## src/verilog/smdsp_pkg.sv

```systemverilog
// Shared constants and types for the secure memory dual serial port.
package smdsp_pkg;

  // ----------------------------------------
  // Asynchronous bit timing
  // ----------------------------------------
  // Carrier periods in one bit_period_unit after a card reset.
  localparam logic [8:0] ETU_DEFAULT_CLKS = 9'h174;
  // Fastest carrier and highest negotiated baud rate.
  localparam int CARRIER_MAX_HZ = 5_000_000;
  localparam int BAUD_MAX = 153_600;
  // Shortest bit_period_unit that keeps the rate at or below the limit.
  localparam logic [8:0] ETU_MIN_CLKS = 9'((CARRIER_MAX_HZ + BAUD_MAX - 1) / BAUD_MAX);

  // ----------------------------------------
  // Character framing and answer-to-reset
  // ----------------------------------------
  localparam logic [3:0] ATR_BYTES = 4'h8;
  localparam logic [3:0] BIT_PARITY = 4'h9;
  localparam logic [3:0] BIT_ERR_SAMPLE = 4'hA;
  localparam logic [3:0] BIT_GUARD_END = 4'hB;
  localparam logic [3:0] BIT_REPEAT = 4'hC;
  localparam logic [2:0] LAST_BIT = 3'h7;

  // ----------------------------------------
  // States and carriers
  // ----------------------------------------
  typedef enum logic [1:0] {
    AS_OFF = 2'h0,
    AS_IDLE = 2'h1,
    AS_TX = 2'h3,
    AS_RX = 2'h2
  } smdsp_async_e;

  typedef enum logic [2:0] {
    SY_IDLE = 3'h0,
    SY_ADDR = 3'h1,
    SY_ADEC = 3'h3,
    SY_ACK = 3'h2,
    SY_WR = 3'h6,
    SY_RD = 3'h7,
    SY_RACK = 3'h5,
    SY_RLOAD = 3'h4
  } smdsp_sync_e;

  typedef struct packed {
    logic valid;
    logic [7:0] data;
  } smdsp_byte_s;

endpackage

```

## src/verilog/smdsp_port.sv

```systemverilog
// Pin-level serial front end: smart-card character link and 2-wire bus slave.
// Notes on behaviour
// - In async mode each bit lasts one bit_period_unit, 372 carrier clocks after card reset.
// - In sync mode incoming data is sampled on the clock's rising edge.
// - In sync mode outgoing data changes after the clock's falling edge.
// - Releasing card reset sends the 64-bit answer-to-reset value asynchronously.
// - Reset input is pulled high internally so sync use works unconnected.
// - No answer-to-reset is ever produced in synchronous mode.
// - The data pin is open-drain: pulled low or released, never driven high.
// - The negotiated bit_period_unit may be shortened down to the 153,600 baud limit.
// - On the 2-wire bus the device answers only to its own address.
// - Bus clock runs up to 1.0 MHz; host keeps within that rate.
// - Card characters follow the T=0 framing with parity error signalling.
module smdsp_port
  import smdsp_pkg::*;
(
  input wire logic core_clk,
  input wire logic reset_n,
  input wire logic link_clk_pin,
  input wire logic card_rst_pin,
  input wire logic io_in,
  output logic io_out,
  output logic io_oe,
  output logic rst_pull_up,
  input wire logic [63:0] atr_value,
  input wire logic [3:0] device_addr,
  input wire logic [8:0] etu_cfg,
  input wire logic etu_apply,
  input wire logic [7:0] tx_byte_data,
  input wire logic tx_byte_valid,
  output logic tx_byte_ready,
  output smdsp_byte_s rx_byte,
  output logic rx_parity_err,
  output logic async_mode
);

  // ----------------------------------------
  // Reset release and pin synchronisers
  // ----------------------------------------
  logic rst_meta, rst_n_s;
  logic [2:0] pin_m, pin_s, pin_d;

  always_ff @(posedge core_clk or negedge reset_n) begin
    if (!reset_n) begin
      rst_meta <= 1'b0;
      rst_n_s <= 1'b0;
    end else begin
      rst_meta <= 1'b1;
      rst_n_s <= rst_meta;
    end
  end

  // Idle levels are high: the reset pin floats high through its pull-up.
  always_ff @(posedge core_clk or negedge rst_n_s) begin
    if (!rst_n_s) begin
      pin_m <= 3'h7;
      pin_s <= 3'h7;
      pin_d <= 3'h7;
    end else begin
      pin_m <= {card_rst_pin, io_in, link_clk_pin};
      pin_s <= pin_m;
      pin_d <= pin_s;
    end
  end

  assign rst_pull_up = 1'b1;
  assign io_out = 1'b0;

  logic clk_s, io_s, card_rst_s, clk_rise, clk_fall, io_fall, start_c, stop_c;
  assign clk_s = pin_s[0];
  assign io_s = pin_s[1];
  assign card_rst_s = pin_s[2];
  // Sampling at 100 MHz resolves every edge of a bus clock up to 1.0 MHz.
  assign clk_rise = pin_s[0] & ~pin_d[0];
  assign clk_fall = ~pin_s[0] & pin_d[0];
  assign io_fall = ~pin_s[1] & pin_d[1];
  // Data moving while the clock stays high marks start or stop.
  assign start_c = clk_s & pin_d[0] & io_fall;
  assign stop_c = clk_s & pin_d[0] & pin_s[1] & ~pin_d[1];

  // Even-parity character: start bit, eight data bits LSB first, parity.
  function automatic logic [9:0] make_frame(input logic [7:0] b);
    make_frame = {^b, b, 1'b0};
  endfunction

  // ----------------------------------------
  // Engine state
  // ----------------------------------------
  smdsp_async_e as_state, next_as_state;
  smdsp_sync_e sy_state, next_sy_state;
  logic [8:0] bit_period_unit, next_etu, clk_cnt, next_clk_cnt;
  logic [3:0] bit_idx, next_bit_idx, atr_left, next_atr_left;
  logic [9:0] tx_frame, next_tx_frame;
  logic [8:0] rx_shift, next_rx_shift;
  logic [63:0] atr_shift, next_atr_shift;
  logic [7:0] sy_shift, next_sy_shift, sy_tx, next_sy_tx;
  logic [2:0] sy_cnt, next_sy_cnt;
  logic line_err, next_line_err, addr_hit, next_addr_hit, rw, next_rw;
  logic drive_low, next_drive_low, next_async_mode, next_rx_parity_err;
  smdsp_byte_s next_rx_byte;
  logic tick_mid, tick_end;
  logic [7:0] in_byte;
  logic [8:0] rx_new;

  assign tick_mid = clk_rise && (clk_cnt == {1'b0, bit_period_unit[8:1]});
  assign tick_end = clk_rise && (clk_cnt == bit_period_unit - 9'h001);
  assign in_byte = {sy_shift[6:0], io_s};
  assign rx_new = {io_s, rx_shift[8:1]};
  assign io_oe = drive_low;

  always_comb begin
    next_as_state = as_state;
    next_sy_state = sy_state;
    next_etu = bit_period_unit;
    next_clk_cnt = clk_cnt;
    next_bit_idx = bit_idx;
    next_atr_left = atr_left;
    next_tx_frame = tx_frame;
    next_rx_shift = rx_shift;
    next_atr_shift = atr_shift;
    next_sy_shift = sy_shift;
    next_sy_tx = sy_tx;
    next_sy_cnt = sy_cnt;
    next_line_err = line_err;
    next_addr_hit = addr_hit;
    next_rw = rw;
    next_drive_low = drive_low;
    next_async_mode = async_mode;
    next_rx_byte = '{valid: 1'b0, data: rx_byte.data};
    next_rx_parity_err = 1'b0;
    tx_byte_ready = 1'b0;
    if (etu_apply) begin
      next_etu = (etu_cfg < ETU_MIN_CLKS) ? ETU_MIN_CLKS : etu_cfg;
    end
    if (!card_rst_s) begin
      // Card reset held: the smart-card protocol owns the pins from now on.
      next_async_mode = 1'b1;
      next_as_state = AS_OFF;
      next_etu = ETU_DEFAULT_CLKS;
      next_drive_low = 1'b0;
      next_atr_left = 4'h0;
      next_sy_state = SY_IDLE;
    end else if (async_mode) begin
      if (clk_rise) begin
        next_clk_cnt = (clk_cnt == bit_period_unit - 9'h001) ? 9'h000 : clk_cnt + 9'h001;
      end
      case (as_state)
        AS_OFF: begin
          next_as_state = AS_IDLE;
          next_atr_left = ATR_BYTES;
          next_atr_shift = atr_value;
        end
        AS_IDLE: begin
          if (atr_left != 4'h0) begin
            next_tx_frame = make_frame(atr_shift[63:56]);
            next_atr_shift = {atr_shift[55:0], 8'h00};
            next_atr_left = atr_left - 4'h1;
          end else if (!io_fall && tx_byte_valid) begin
            tx_byte_ready = 1'b1;
            next_tx_frame = make_frame(tx_byte_data);
          end
          if (atr_left != 4'h0 || (!io_fall && tx_byte_valid)) begin
            next_as_state = AS_TX;
            next_clk_cnt = 9'h000;
            next_bit_idx = 4'h0;
            next_line_err = 1'b0;
            next_drive_low = 1'b1;
          end else if (io_fall) begin
            next_as_state = AS_RX;
            next_clk_cnt = 9'h000;
            next_bit_idx = 4'h0;
            next_line_err = 1'b0;
          end
        end
        AS_TX: begin
          if (tick_end) begin
            next_bit_idx = bit_idx + 4'h1;
            if (bit_idx < BIT_PARITY) begin
              next_drive_low = ~tx_frame[bit_idx + 4'h1];
            end else if (bit_idx == BIT_PARITY) begin
              next_drive_low = 1'b0;
            end else if (bit_idx == BIT_ERR_SAMPLE) begin
              next_line_err = ~io_s;
            end else if (bit_idx == BIT_GUARD_END && !line_err) begin
              next_as_state = AS_IDLE;
            end else if (bit_idx == BIT_REPEAT) begin
              next_bit_idx = 4'h0;
              next_line_err = 1'b0;
              next_drive_low = 1'b1;
            end
          end
        end
        AS_RX: begin
          if (tick_mid) begin
            next_bit_idx = bit_idx + 4'h1;
            if (bit_idx == 4'h0) begin
              if (io_s) begin
                next_as_state = AS_IDLE;
              end
            end else if (bit_idx <= BIT_PARITY) begin
              next_rx_shift = rx_new;
              if (bit_idx == BIT_PARITY) begin
                if (^rx_new) begin
                  next_line_err = 1'b1;
                  next_rx_parity_err = 1'b1;
                end else begin
                  next_rx_byte = '{valid: 1'b1, data: rx_new[7:0]};
                end
              end
            end else if (bit_idx == BIT_ERR_SAMPLE) begin
              next_drive_low = line_err;
            end else begin
              next_drive_low = 1'b0;
              next_as_state = AS_IDLE;
            end
          end
        end
        default: next_as_state = AS_OFF;
      endcase
    end else if (start_c) begin
      next_sy_state = SY_ADDR;
      next_sy_cnt = 3'h0;
      next_drive_low = 1'b0;
      next_addr_hit = 1'b0;
    end else if (stop_c) begin
      next_sy_state = SY_IDLE;
      next_drive_low = 1'b0;
    end else begin
      case (sy_state)
        SY_ADDR, SY_WR: begin
          if (clk_rise) begin
            next_sy_shift = in_byte;
            next_sy_cnt = sy_cnt + 3'h1;
            if (sy_cnt == LAST_BIT) begin
              next_sy_state = SY_ADEC;
              if (sy_state == SY_ADDR) begin
                next_addr_hit = (in_byte[7:4] == device_addr);
                next_rw = in_byte[0];
              end else begin
                next_rx_byte = '{valid: 1'b1, data: in_byte};
              end
            end
          end
        end
        SY_ADEC: begin
          if (clk_fall) begin
            next_drive_low = addr_hit;
            next_sy_state = addr_hit ? SY_ACK : SY_IDLE;
          end
        end
        SY_ACK, SY_RLOAD: begin
          if (clk_fall) begin
            next_sy_cnt = 3'h0;
            if (sy_state == SY_ACK && !rw) begin
              next_drive_low = 1'b0;
              next_sy_state = SY_WR;
            end else begin
              tx_byte_ready = 1'b1;
              next_sy_tx = {tx_byte_data[6:0], 1'b0};
              next_drive_low = ~tx_byte_data[7];
              next_sy_state = SY_RD;
            end
          end
        end
        SY_RD: begin
          if (clk_fall) begin
            next_sy_cnt = sy_cnt + 3'h1;
            if (sy_cnt == LAST_BIT) begin
              next_drive_low = 1'b0;
              next_sy_state = SY_RACK;
            end else begin
              next_drive_low = ~sy_tx[7];
              next_sy_tx = {sy_tx[6:0], 1'b0};
            end
          end
        end
        SY_RACK: begin
          if (clk_rise) begin
            next_sy_state = io_s ? SY_IDLE : SY_RLOAD;
          end
        end
        default: next_sy_state = SY_IDLE;
      endcase
    end
  end

  always_ff @(posedge core_clk or negedge rst_n_s) begin
    if (!rst_n_s) begin
      as_state <= AS_OFF;
      sy_state <= SY_IDLE;
      bit_period_unit <= ETU_DEFAULT_CLKS;
      clk_cnt <= 9'h000;
      bit_idx <= 4'h0;
      atr_left <= 4'h0;
      tx_frame <= 10'h3FF;
      rx_shift <= 9'h000;
      atr_shift <= 64'h0;
      sy_shift <= 8'h00;
      sy_tx <= 8'h00;
      sy_cnt <= 3'h0;
      line_err <= 1'b0;
      addr_hit <= 1'b0;
      rw <= 1'b0;
      drive_low <= 1'b0;
      async_mode <= 1'b0;
      rx_byte <= '{valid: 1'b0, data: 8'h00};
      rx_parity_err <= 1'b0;
    end else begin
      as_state <= next_as_state;
      sy_state <= next_sy_state;
      bit_period_unit <= next_etu;
      clk_cnt <= next_clk_cnt;
      bit_idx <= next_bit_idx;
      atr_left <= next_atr_left;
      tx_frame <= next_tx_frame;
      rx_shift <= next_rx_shift;
      atr_shift <= next_atr_shift;
      sy_shift <= next_sy_shift;
      sy_tx <= next_sy_tx;
      sy_cnt <= next_sy_cnt;
      line_err <= next_line_err;
      addr_hit <= next_addr_hit;
      rw <= next_rw;
      drive_low <= next_drive_low;
      async_mode <= next_async_mode;
      rx_byte <= next_rx_byte;
      rx_parity_err <= next_rx_parity_err;
    end
  end
endmodule // smdsp_port

```

## config.mk

```make
export PLATFORM = sky130hd
export DESIGN_NAME = smdsp_port
export DESIGN_NICKNAME = d
export VERILOG_FILES = /design/src/verilog/smdsp_pkg.sv /design/src/verilog/smdsp_port.sv
export SDC_FILE = /design/constraint.sdc
export NUM_CORES = 1
export LEC_CHECK = 0
export ABC_AREA = 1
export BUFFER_PORTS_ARGS = -buffer_cell sky130_fd_sc_hd__clkbuf_2
export CAP_MARGIN = 20
export CORE_MARGIN = 3
export CORE_UTILIZATION = 34
export DETAILED_ROUTE_END_ITERATION = 8
export PLACE_DENSITY_LB_ADDON = 0.3
export SYNTH_ARGS = -nofsm -noshare
export SYNTH_HDL_FRONTEND = slang
export SYNTH_SLANG_ARGS = --single-unit
export TNS_END_PERCENT = 30
```

## constraint.sdc

```tcl
create_clock -name core_clk -period 6 [get_ports core_clk]
set_input_delay 1.2 -clock core_clk [delete_from_list [all_inputs] [get_ports core_clk]]
set_output_delay 1.2 -clock core_clk [all_outputs]
set_load 0.05 [all_outputs]
```

Word-level counts from Yosys, hierarchy flattened
Index checks and enable logic that the tools add are counted.
Word-level totals
  word-level logic and storage cells: 322
  output and inout bits: 15
  bits in registers: 157
Operators by class
  add/subtract/negate cells: 5
  reduce and logical (&&, ||, !) cells: 45
  equal/unequal tests: 82
  bitwise gates (word level): 18
  $lt $le $gt $ge: 4
  multiplexer cells: 143
Operators with widths (number)
  9-bit two-way mux: 22
  64-bit one-hot mux with 2 select lines: 1
  64-bit two-way mux: 1
  1-bit two-way mux: 59
  3-bit two-way mux: 17
  4-bit two-way mux: 12
  2-bit inequality test (second input constant): 22
  3-bit inequality test (second input constant): 13
  4-bit inequality test (second input constant): 9
  6-bit inequality test (second input constant): 6
  5-bit inequality test (second input constant): 7
  8-bit two-way mux: 4
  2-bit two-way mux: 15
  13-bit AND reduction: 2
  10-bit two-way mux: 2
  2-bit nonzero test: 10
  6-bit AND reduction: 3
  4-bit equality test (second input constant): 4
  8-bit one-hot mux with 2 select lines: 1
  8-bit AND reduction: 2
  8-bit parity: 2
  3-bit equality test (second input constant): 5
  3-bit one-hot mux with 5 select lines: 1
  14-bit AND reduction: 1
  43 further kinds: 76

Longest topological paths before layout
Gate-level depths: netlist of the first run.
  depth in word-level cells: 10
  mapped depth: 17
  mapped depth without buffers: 17

Least setup slack after synthesis of the first run
Ideal clock, no wire load.
  path type: input-to-output
  start point: input port tx_byte_valid
  end point: output port tx_byte_ready
  data required time: 4.800 ns
  path buffers: 0
  setup slack: 2.289 ns
  data arrival time: 2.511 ns
  cell stages on the path: 2
  cell sequence: nand2_1 o32ai_1
Between the ends
  word-level cells in the longest chain between the ends: 6
RTL lines
  from (decl): RTL line smdsp_port.sv:30  | input wire logic tx_byte_valid,
  1-bit logical AND: RTL line smdsp_port.sv:158  | end else if (!io_fall && tx_byte_valid) begin
  1-bit two-way mux: RTL line smdsp_port.sv:158
  1-bit two-way mux: RTL line smdsp_port.sv:154  | if (atr_left != 4'h0) begin
  1-bit two-way mux: RTL line smdsp_port.sv:147  | case (as_state)
  1-bit two-way mux: RTL line smdsp_port.sv:143  | end else if (async_mode) begin
  1-bit two-way mux: RTL line smdsp_port.sv:135  | if (!card_rst_s) begin
  to (decl): RTL line smdsp_port.sv:31  | output logic tx_byte_ready,
No other way between the ends.

Worst setup path in the final report of the first run
  start point: register atr_left[0]
  end point: output port tx_byte_ready
Between the ends
  word-level cells in the longest chain between the ends: 5
RTL lines
  from (decl): RTL line smdsp_port.sv:92  | logic [3:0] bit_idx, next_bit_idx, atr_left, next_atr_left;
  from (signal assigned): RTL line smdsp_port.sv:314  | atr_left <= next_atr_left;
  4-bit nonzero test: RTL line smdsp_port.sv:154
  1-bit two-way mux: RTL line smdsp_port.sv:154
  1-bit two-way mux: RTL line smdsp_port.sv:147
  1-bit two-way mux: RTL line smdsp_port.sv:143
  1-bit two-way mux: RTL line smdsp_port.sv:135
No other way between the ends.

==> flow_summary_export.csv, run 1 <==
group,metric,value,unit
place,dpl_cell_area,0.00940,mm²
sta,fin_setup_tns,0,ps
sta,fin_crit_sh,0.598,
setup_path,critPathBufInv,2,
setup_path,worstPathCellList,"inv_1 -> ha_1 -> nand2_1 -> nor2_2 -> nand2_1 -> o32ai_1 -> clkbuf_2",
cells_and_area,final_util,0.407,
pwr,p_per_area,400,mW/mm²
global_route,grt_usage,0.153,
synth,netlist_area,0.00868,mm²
setup_path,worstSetupStartpointType,"flop",
pwr,ir_worst_vdd,241,µV
clocking,clock_latency,440,ps
sta,period_needed,3590,ps
synth,syn_inst,1089,
clocking,cts_setup_buffers,0,
synth,synth_warnings,0,
global_route,grt_max_degree,123,
detailed_routing,ant_nets,0,
synth,yosysTopAreaCellShare,0.381,
clocking,cts_resized,0,
floorplanning,dieArea,0.0275,mm²
setup_path,path_max_fanout,7,
synth,ys_types,48,
sta,max_slew_margin,0.287,
cells_and_area,fillers,2573,
place,port_buffers,104,
run,max_cap_violations,0,
sta,fin_skew,20.1,ps
pwr,leakage,4.52,nW
sta,worst_pin_slew,1070,ps
setup_path,cpMostUsedCell,"nand2_1",
setup_path,cp.arrival,2390,ps
setup_path,cpLargestDelayFamily,"buffers and inverters",
floorplanning,initial_core_util,0.352,
global_route,grt_pass1_vias,7108,
synth,ys.flop_type,"dfrtp_1",
detailed_routing,drc_errors,0,
clocking,ctsHoldBuffers,0,
sta,fin_hold_ws,355,ps
cells_and_area,area_growth,15.7,%
synth,yosys-top-cells-area,"dfrtp_1 (38%), nand2_1 (9.9%), dfstp_2 (7.0%)",
clocking,cts_sinks,155,
sta,fmax,0.279,GHz
synth,synth-seq-area-share,0.450,
place,hpwl,15200,µm
floorplanning,core,0.0247,mm²
global_route,grt_antenna_before_repair,0,
sta,finalHoldViolCount,0,
sta,setup_viol,0,
pwr,total_power,4.02,mW
floorplanning,die_w,166,µm
place,gp_congestion,0.887,
setup_path,cp_slowest_stage_delay,450,ps
clocking,clk_path_buf_depth,2,
cells_and_area,drive_above_1_share,0.184,
floorplanning,die_height,166,µm
status,outcome,"finished clean",
cells_and_area,stdcell_area,0.0100,mm²
setup_path,worst-setup-path-type,"flop to primary output",
synth,ys_top_cells_by_count,"nand2_1 (230), inv_1 (139), dfrtp_1 (132), o21ai_0 (108), nor2_1 (77)",
global_route,grt_pass1_wl,35000,µm
synth,ys_seq_elements,155,
synth,synth_edf_count,0,
synth,yosysMostFrequentCell,"nand2_1",
detailed_routing,routed_wirelength,20900,µm
clocking,htreeDepth,4,
detailed_routing,via_per_inst,4.92,
clocking,cts-buffers-inserted,17,
floorplanning,num_rows,57,
synth,async_flop_share,1.00,
setup_path,worstPathRequired,4800,ps
cells_and_area,diodes,0,
clocking,clock-root-buffer,"clkbuf_16",
min_path,hold_path_class,"flop to flop",
sta,slew_viol_final,0,
cells_and_area,nNetsFinal,1279,
detailed_routing,first_pass_iters,6,
setup_path,worstSetupEndpointType,"primary output",
detailed_routing,post_drt_wl_per_cell,13.8,µm
clocking,clkTransAtPathRegs,70,ps
sta,rsz0062_at_grt,"false",
synth,yosysTopAreaCell,"dfrtp_1",
detailed_routing,vias,7437,
synth,avgSynthCellArea,7.97,µm²
floorplanning,io_pins,107,
clocking,cts_tree,"built",
global_route,grt.overflow.total,0,
setup_path,critPathSlowestCell,"o32ai_1",
detailed_routing,drt-initial-drc-count,513,
## registers in the layout (all words and copies together), names as in the netlist, 2 cells and up
name / cells
sy_shift: 7
clk_cnt: 9
bit_period_unit: 9
sy_cnt: 3
rx_shift: 8
pin_m: 3
bit_idx: 4
sy_tx: 7
sy_state: 3
atr_left: 4
atr_shift: 64
rx_byte: 9
pin_d: 2
pin_s: 3
tx_frame: 10
as_state: 2
## logic make-up after synthesis
logic type	share of synthesized area
buf+inv	0.0957
flops	0.450
simple gates	0.222
other cells	0.000865
compound gates	0.179
fa+ha+maj	0.0159
xor+xnor	0.0363
## per-stage QoR
step / cells / setup WS (ps)
after floorplan: 1090 / 1400
after global placement: 1481 / 2590
after detailed placement: 1481 / 2590
after CTS: 1513 / 2410
after global routing: 1513 / 2310
final: 1513 / 2410
## path summary, 6_finish.rpt
check,from,end,slack (ps),cells after the start
max in group asynchronous,rst_n_s,rx_parity_err,4360,1
min reg2reg,pin_m[0],pin_s[0],350,0
min in group asynchronous,rst_n_s,atr_shift[5],440,0
max,atr_left[0],tx_byte_ready,2410,7
min,pin_m[0],pin_s[0],350,0
max reg2reg,as_state[1],clk_cnt[7],3320,7
## per-layer routing
layer  vias to the layer above  part of all wire  global-route usage  wire, µm
li1                       3769                 -                   -         -
met1                      3473              0.45               0.195      9440
met2                       169              0.48               0.251      9960
met3                        26             0.055              0.0445      1160
met4                         0             0.019              0.0485       391
met5                         -                 0                   0         0
## report_power, final
group	switching, mW	internal, mW	leakage (nW)
Clock	0.543	0.575	0.305
Sequential	0.156	1.36	1.87
Combinational	0.906	0.477	2.34
## cell type report
cell class / count / area [µm²] / share of cell area
clock inverters: 15 / 216 / 0.0216
flip-flops and latches: 155 / 3910 / 0.390
repair buffers: 108 / 551 / 0.0548
clock buffers: 17 / 425 / 0.0424
multi-input cells: 740 / 3950 / 0.393
well taps: 324 / 405 / 0.0404
inverters: 154 / 582 / 0.0580
## layout by cell type (no fill, tap or decap), drive strengths merged
master,count
dfrtp,132
o22a,1
xnor2,23
o32ai,2
nor3,16
nand4,10
nor3b,2
a31oi,9
o2111ai,1
nand3,68
buf,4
xor2,13
a21oi,20
dfstp,23
nand3b,4
conb,3
or2,3
a22oi,2
o31ai,2
ha,11
nand2,240
o21ai,138
inv,155
o211ai,70
o22ai,11
nor2,89
nor4,2
clkbuf,121
clkinv,14
(Power assumes the default switching activity.)
==> run 2, diff against run 1 <==
clock period = 3.26 ns   (was 6 ns; I/O delays follow)
==> run 2 against run 1 <==
Effect of this change:
- final area increased by 0.59%
- die area unchanged
- sequential share of layout area decreased by 0.23 points
- combinational power increased by 86%
- count of clock-buffer cells in the layout unchanged
- core utilization increased by 0.24 points
- worst setup slack got worse by 2200 ps
- sequential cell count unchanged
- via count decreased by 0.78%
- final cell count increased by 0.26%
- largest power group unchanged
==> flow_summary_export.csv, run 2 (synthesis gave the netlist of run 1 again) <==
group,metric,value,unit
cells_and_area,fillers,2585,
detailed_routing,vias,7379,
cells_and_area,layout_commonest_cell,"nand2_1",
cells_and_area,final_util,0.409,
detailed_routing,ant_nets,0,
floorplanning,io_pins,107,
clocking,cts_resized,0,
clocking,clock-root-buffer,"clkbuf_16",
setup_path,worst-r2r-cell-count,7,
setup_path,worst-setup-path-type,"flop to primary output",
place,pre_cts_slack,648,ps
place,dpl_cell_area,0.00945,mm²
detailed_routing,drc_errors,0,
sta,slew_viol_final,0,
clocking,cts-buffers-inserted,17,
min_path,min-delay-start,"io_in",
detailed_routing,drt-initial-drc-count,525,
run,max_cap_violations,0,
global_route,grt_usage,0.157,
place,port_buffers,104,
floorplanning,dieArea,0.0275,mm²
setup_path,worstSetupEndpointType,"primary output",
setup_path,worstSetupStartpoint,"pin_s[2]",
sta,finalHoldViolCount,0,
global_route,grt_pass1_vias,7395,
cells_and_area,top_regs,"atr_shift: 64 flops, tx_frame: 10 flops",
min_path,min_to,"pin_m[1]",
floorplanning,die_height,166,µm
clocking,clkTransAtPathRegs,70,ps
min_path,hold_depth,1,
cells_and_area,nNetsFinal,1283,
clocking,cts_tree,"built",
pwr,leakage,4.55,nW
global_route,grt_max_degree,123,
setup_path,r2r_end,"clk_cnt[7]",
clocking,htreeDepth,4,
min_path,hold_path_class,"primary input to flop",
sta,fin_hold_ws,295,ps
global_route,grt_pass1_wl,36100,µm
sta,worst_pin_slew,1050,ps
place,hpwl,15300,µm
setup_path,path_max_fanout,10,
pwr,p_per_area,736,mW/mm²
place,gp_congestion,0.866,
detailed_routing,via_per_inst,4.86,
cells_and_area,final_cell_mix,"nand2_1 (230), inv_1 (139), dfrtp_1 (131)",
sta,setup_slack,262,ps
sta,fin_skew,22.3,ps
cells_and_area,largest_reg_flops,64,
sta,fmax,0.334,GHz
setup_path,reg2reg_slack,600,ps
sta,period_needed,3000,ps
detailed_routing,routed_wirelength,21300,µm
cells_and_area,diodes,0,
detailed_routing,post_drt_wl_per_cell,14.0,µm
cells_and_area,stdcell_area,0.0101,mm²
status,outcome,"finished clean",
setup_path,cp.arrival,2350,ps
detailed_routing,first_pass_iters,5,
floorplanning,core,0.0247,mm²
sta,fin_setup_tns,0,ps
global_route,grt_antenna_before_repair,0,
cells_and_area,area_growth,16.4,%
sta,max_slew_margin,0.300,
setup_path,worstPathRequired,2610,ps
cells_and_area,regMostFlops,"atr_shift",
clocking,clk_path_buf_depth,2,
floorplanning,initial_core_util,0.352,
setup_path,r2r_start,"as_state[1]",
floorplanning,die_w,166,µm
pwr,ir_worst_vdd,387,µV
clocking,cts_sinks,155,
floorplanning,num_rows,57,
cells_and_area,drive_above_1_share,0.186,
sta,rsz0062_at_grt,"false",
sta,setup_viol,0,
sta,fin_crit_sh,0.920,
global_route,grt.overflow.total,0,
clocking,clock_latency,440,ps
setup_path,worstSetupStartpointType,"flop",
[run 2: routing by layer]
layer | wire, µm | global-route usage | vias up
met5 | 0 | 0 | -
met4 | 223 | 0.0423 | 0
met3 | 824 | 0.0302 | 16
met2 | 10400 | 0.261 | 139
met1 | 9840 | 0.211 | 3452
li1 | - | - | 3772
[run 2: where the power goes]
group	switching, mW	internal (mW)	total [mW]	leakage [nW]
registers	0.282	2.50	2.79	1.87
clock network	1.02	1.06	2.09	0.305
logic	1.67	0.890	2.56	2.37
total	2.98	4.46	7.44	4.55
[run 2: how the worst max path moves through the flow]
stage	endpoint	cells past startpoint	slack (ps)
final	tx_byte_ready	7	260
after global routing	tx_byte_ready	7	110
after CTS	tx_byte_ready	7	230
after detailed placement	clk_cnt[7]	7	650
after global placement	clk_cnt[7]	7	700
after floorplan	tx_byte_ready	2	420
[run 2: per-stage QoR]
stage                     std cells  total power, mW
after floorplan                1090             4.86
after global placement         1484             5.35
after detailed placement       1484             5.39
after CTS                      1517             7.51
after global routing           1517             8.07
final                          1517             7.44
[run 2: layout make-up]
type                            instances  area [µm²]  area share
Timing Repair Buffer                  112         608      0.0602
Clock buffer                           17         425      0.0421
Tap cell                              324         405      0.0401
Sequential cell                       155        3910       0.387
Multi-Input combinational cell        740        3950       0.391
Clock inverter                         15         216      0.0214
Inverter                              154         583      0.0577
[run 2: critical path, stage by stage, from the launching register on]
cell and delay, ps:
dfstp_2 690, inv_4 130, nor2_2 100, inv_1 60, nor2_2 200, nand2_1 140, o32ai_1 240, clkbuf_2 360
[run 2: timing repair]
action,4_1_cts,5_1_grt
hold endpoints to repair,2,0
setup endpoints to repair,0,0
hold buffers,1,0
setup buffers,0,0
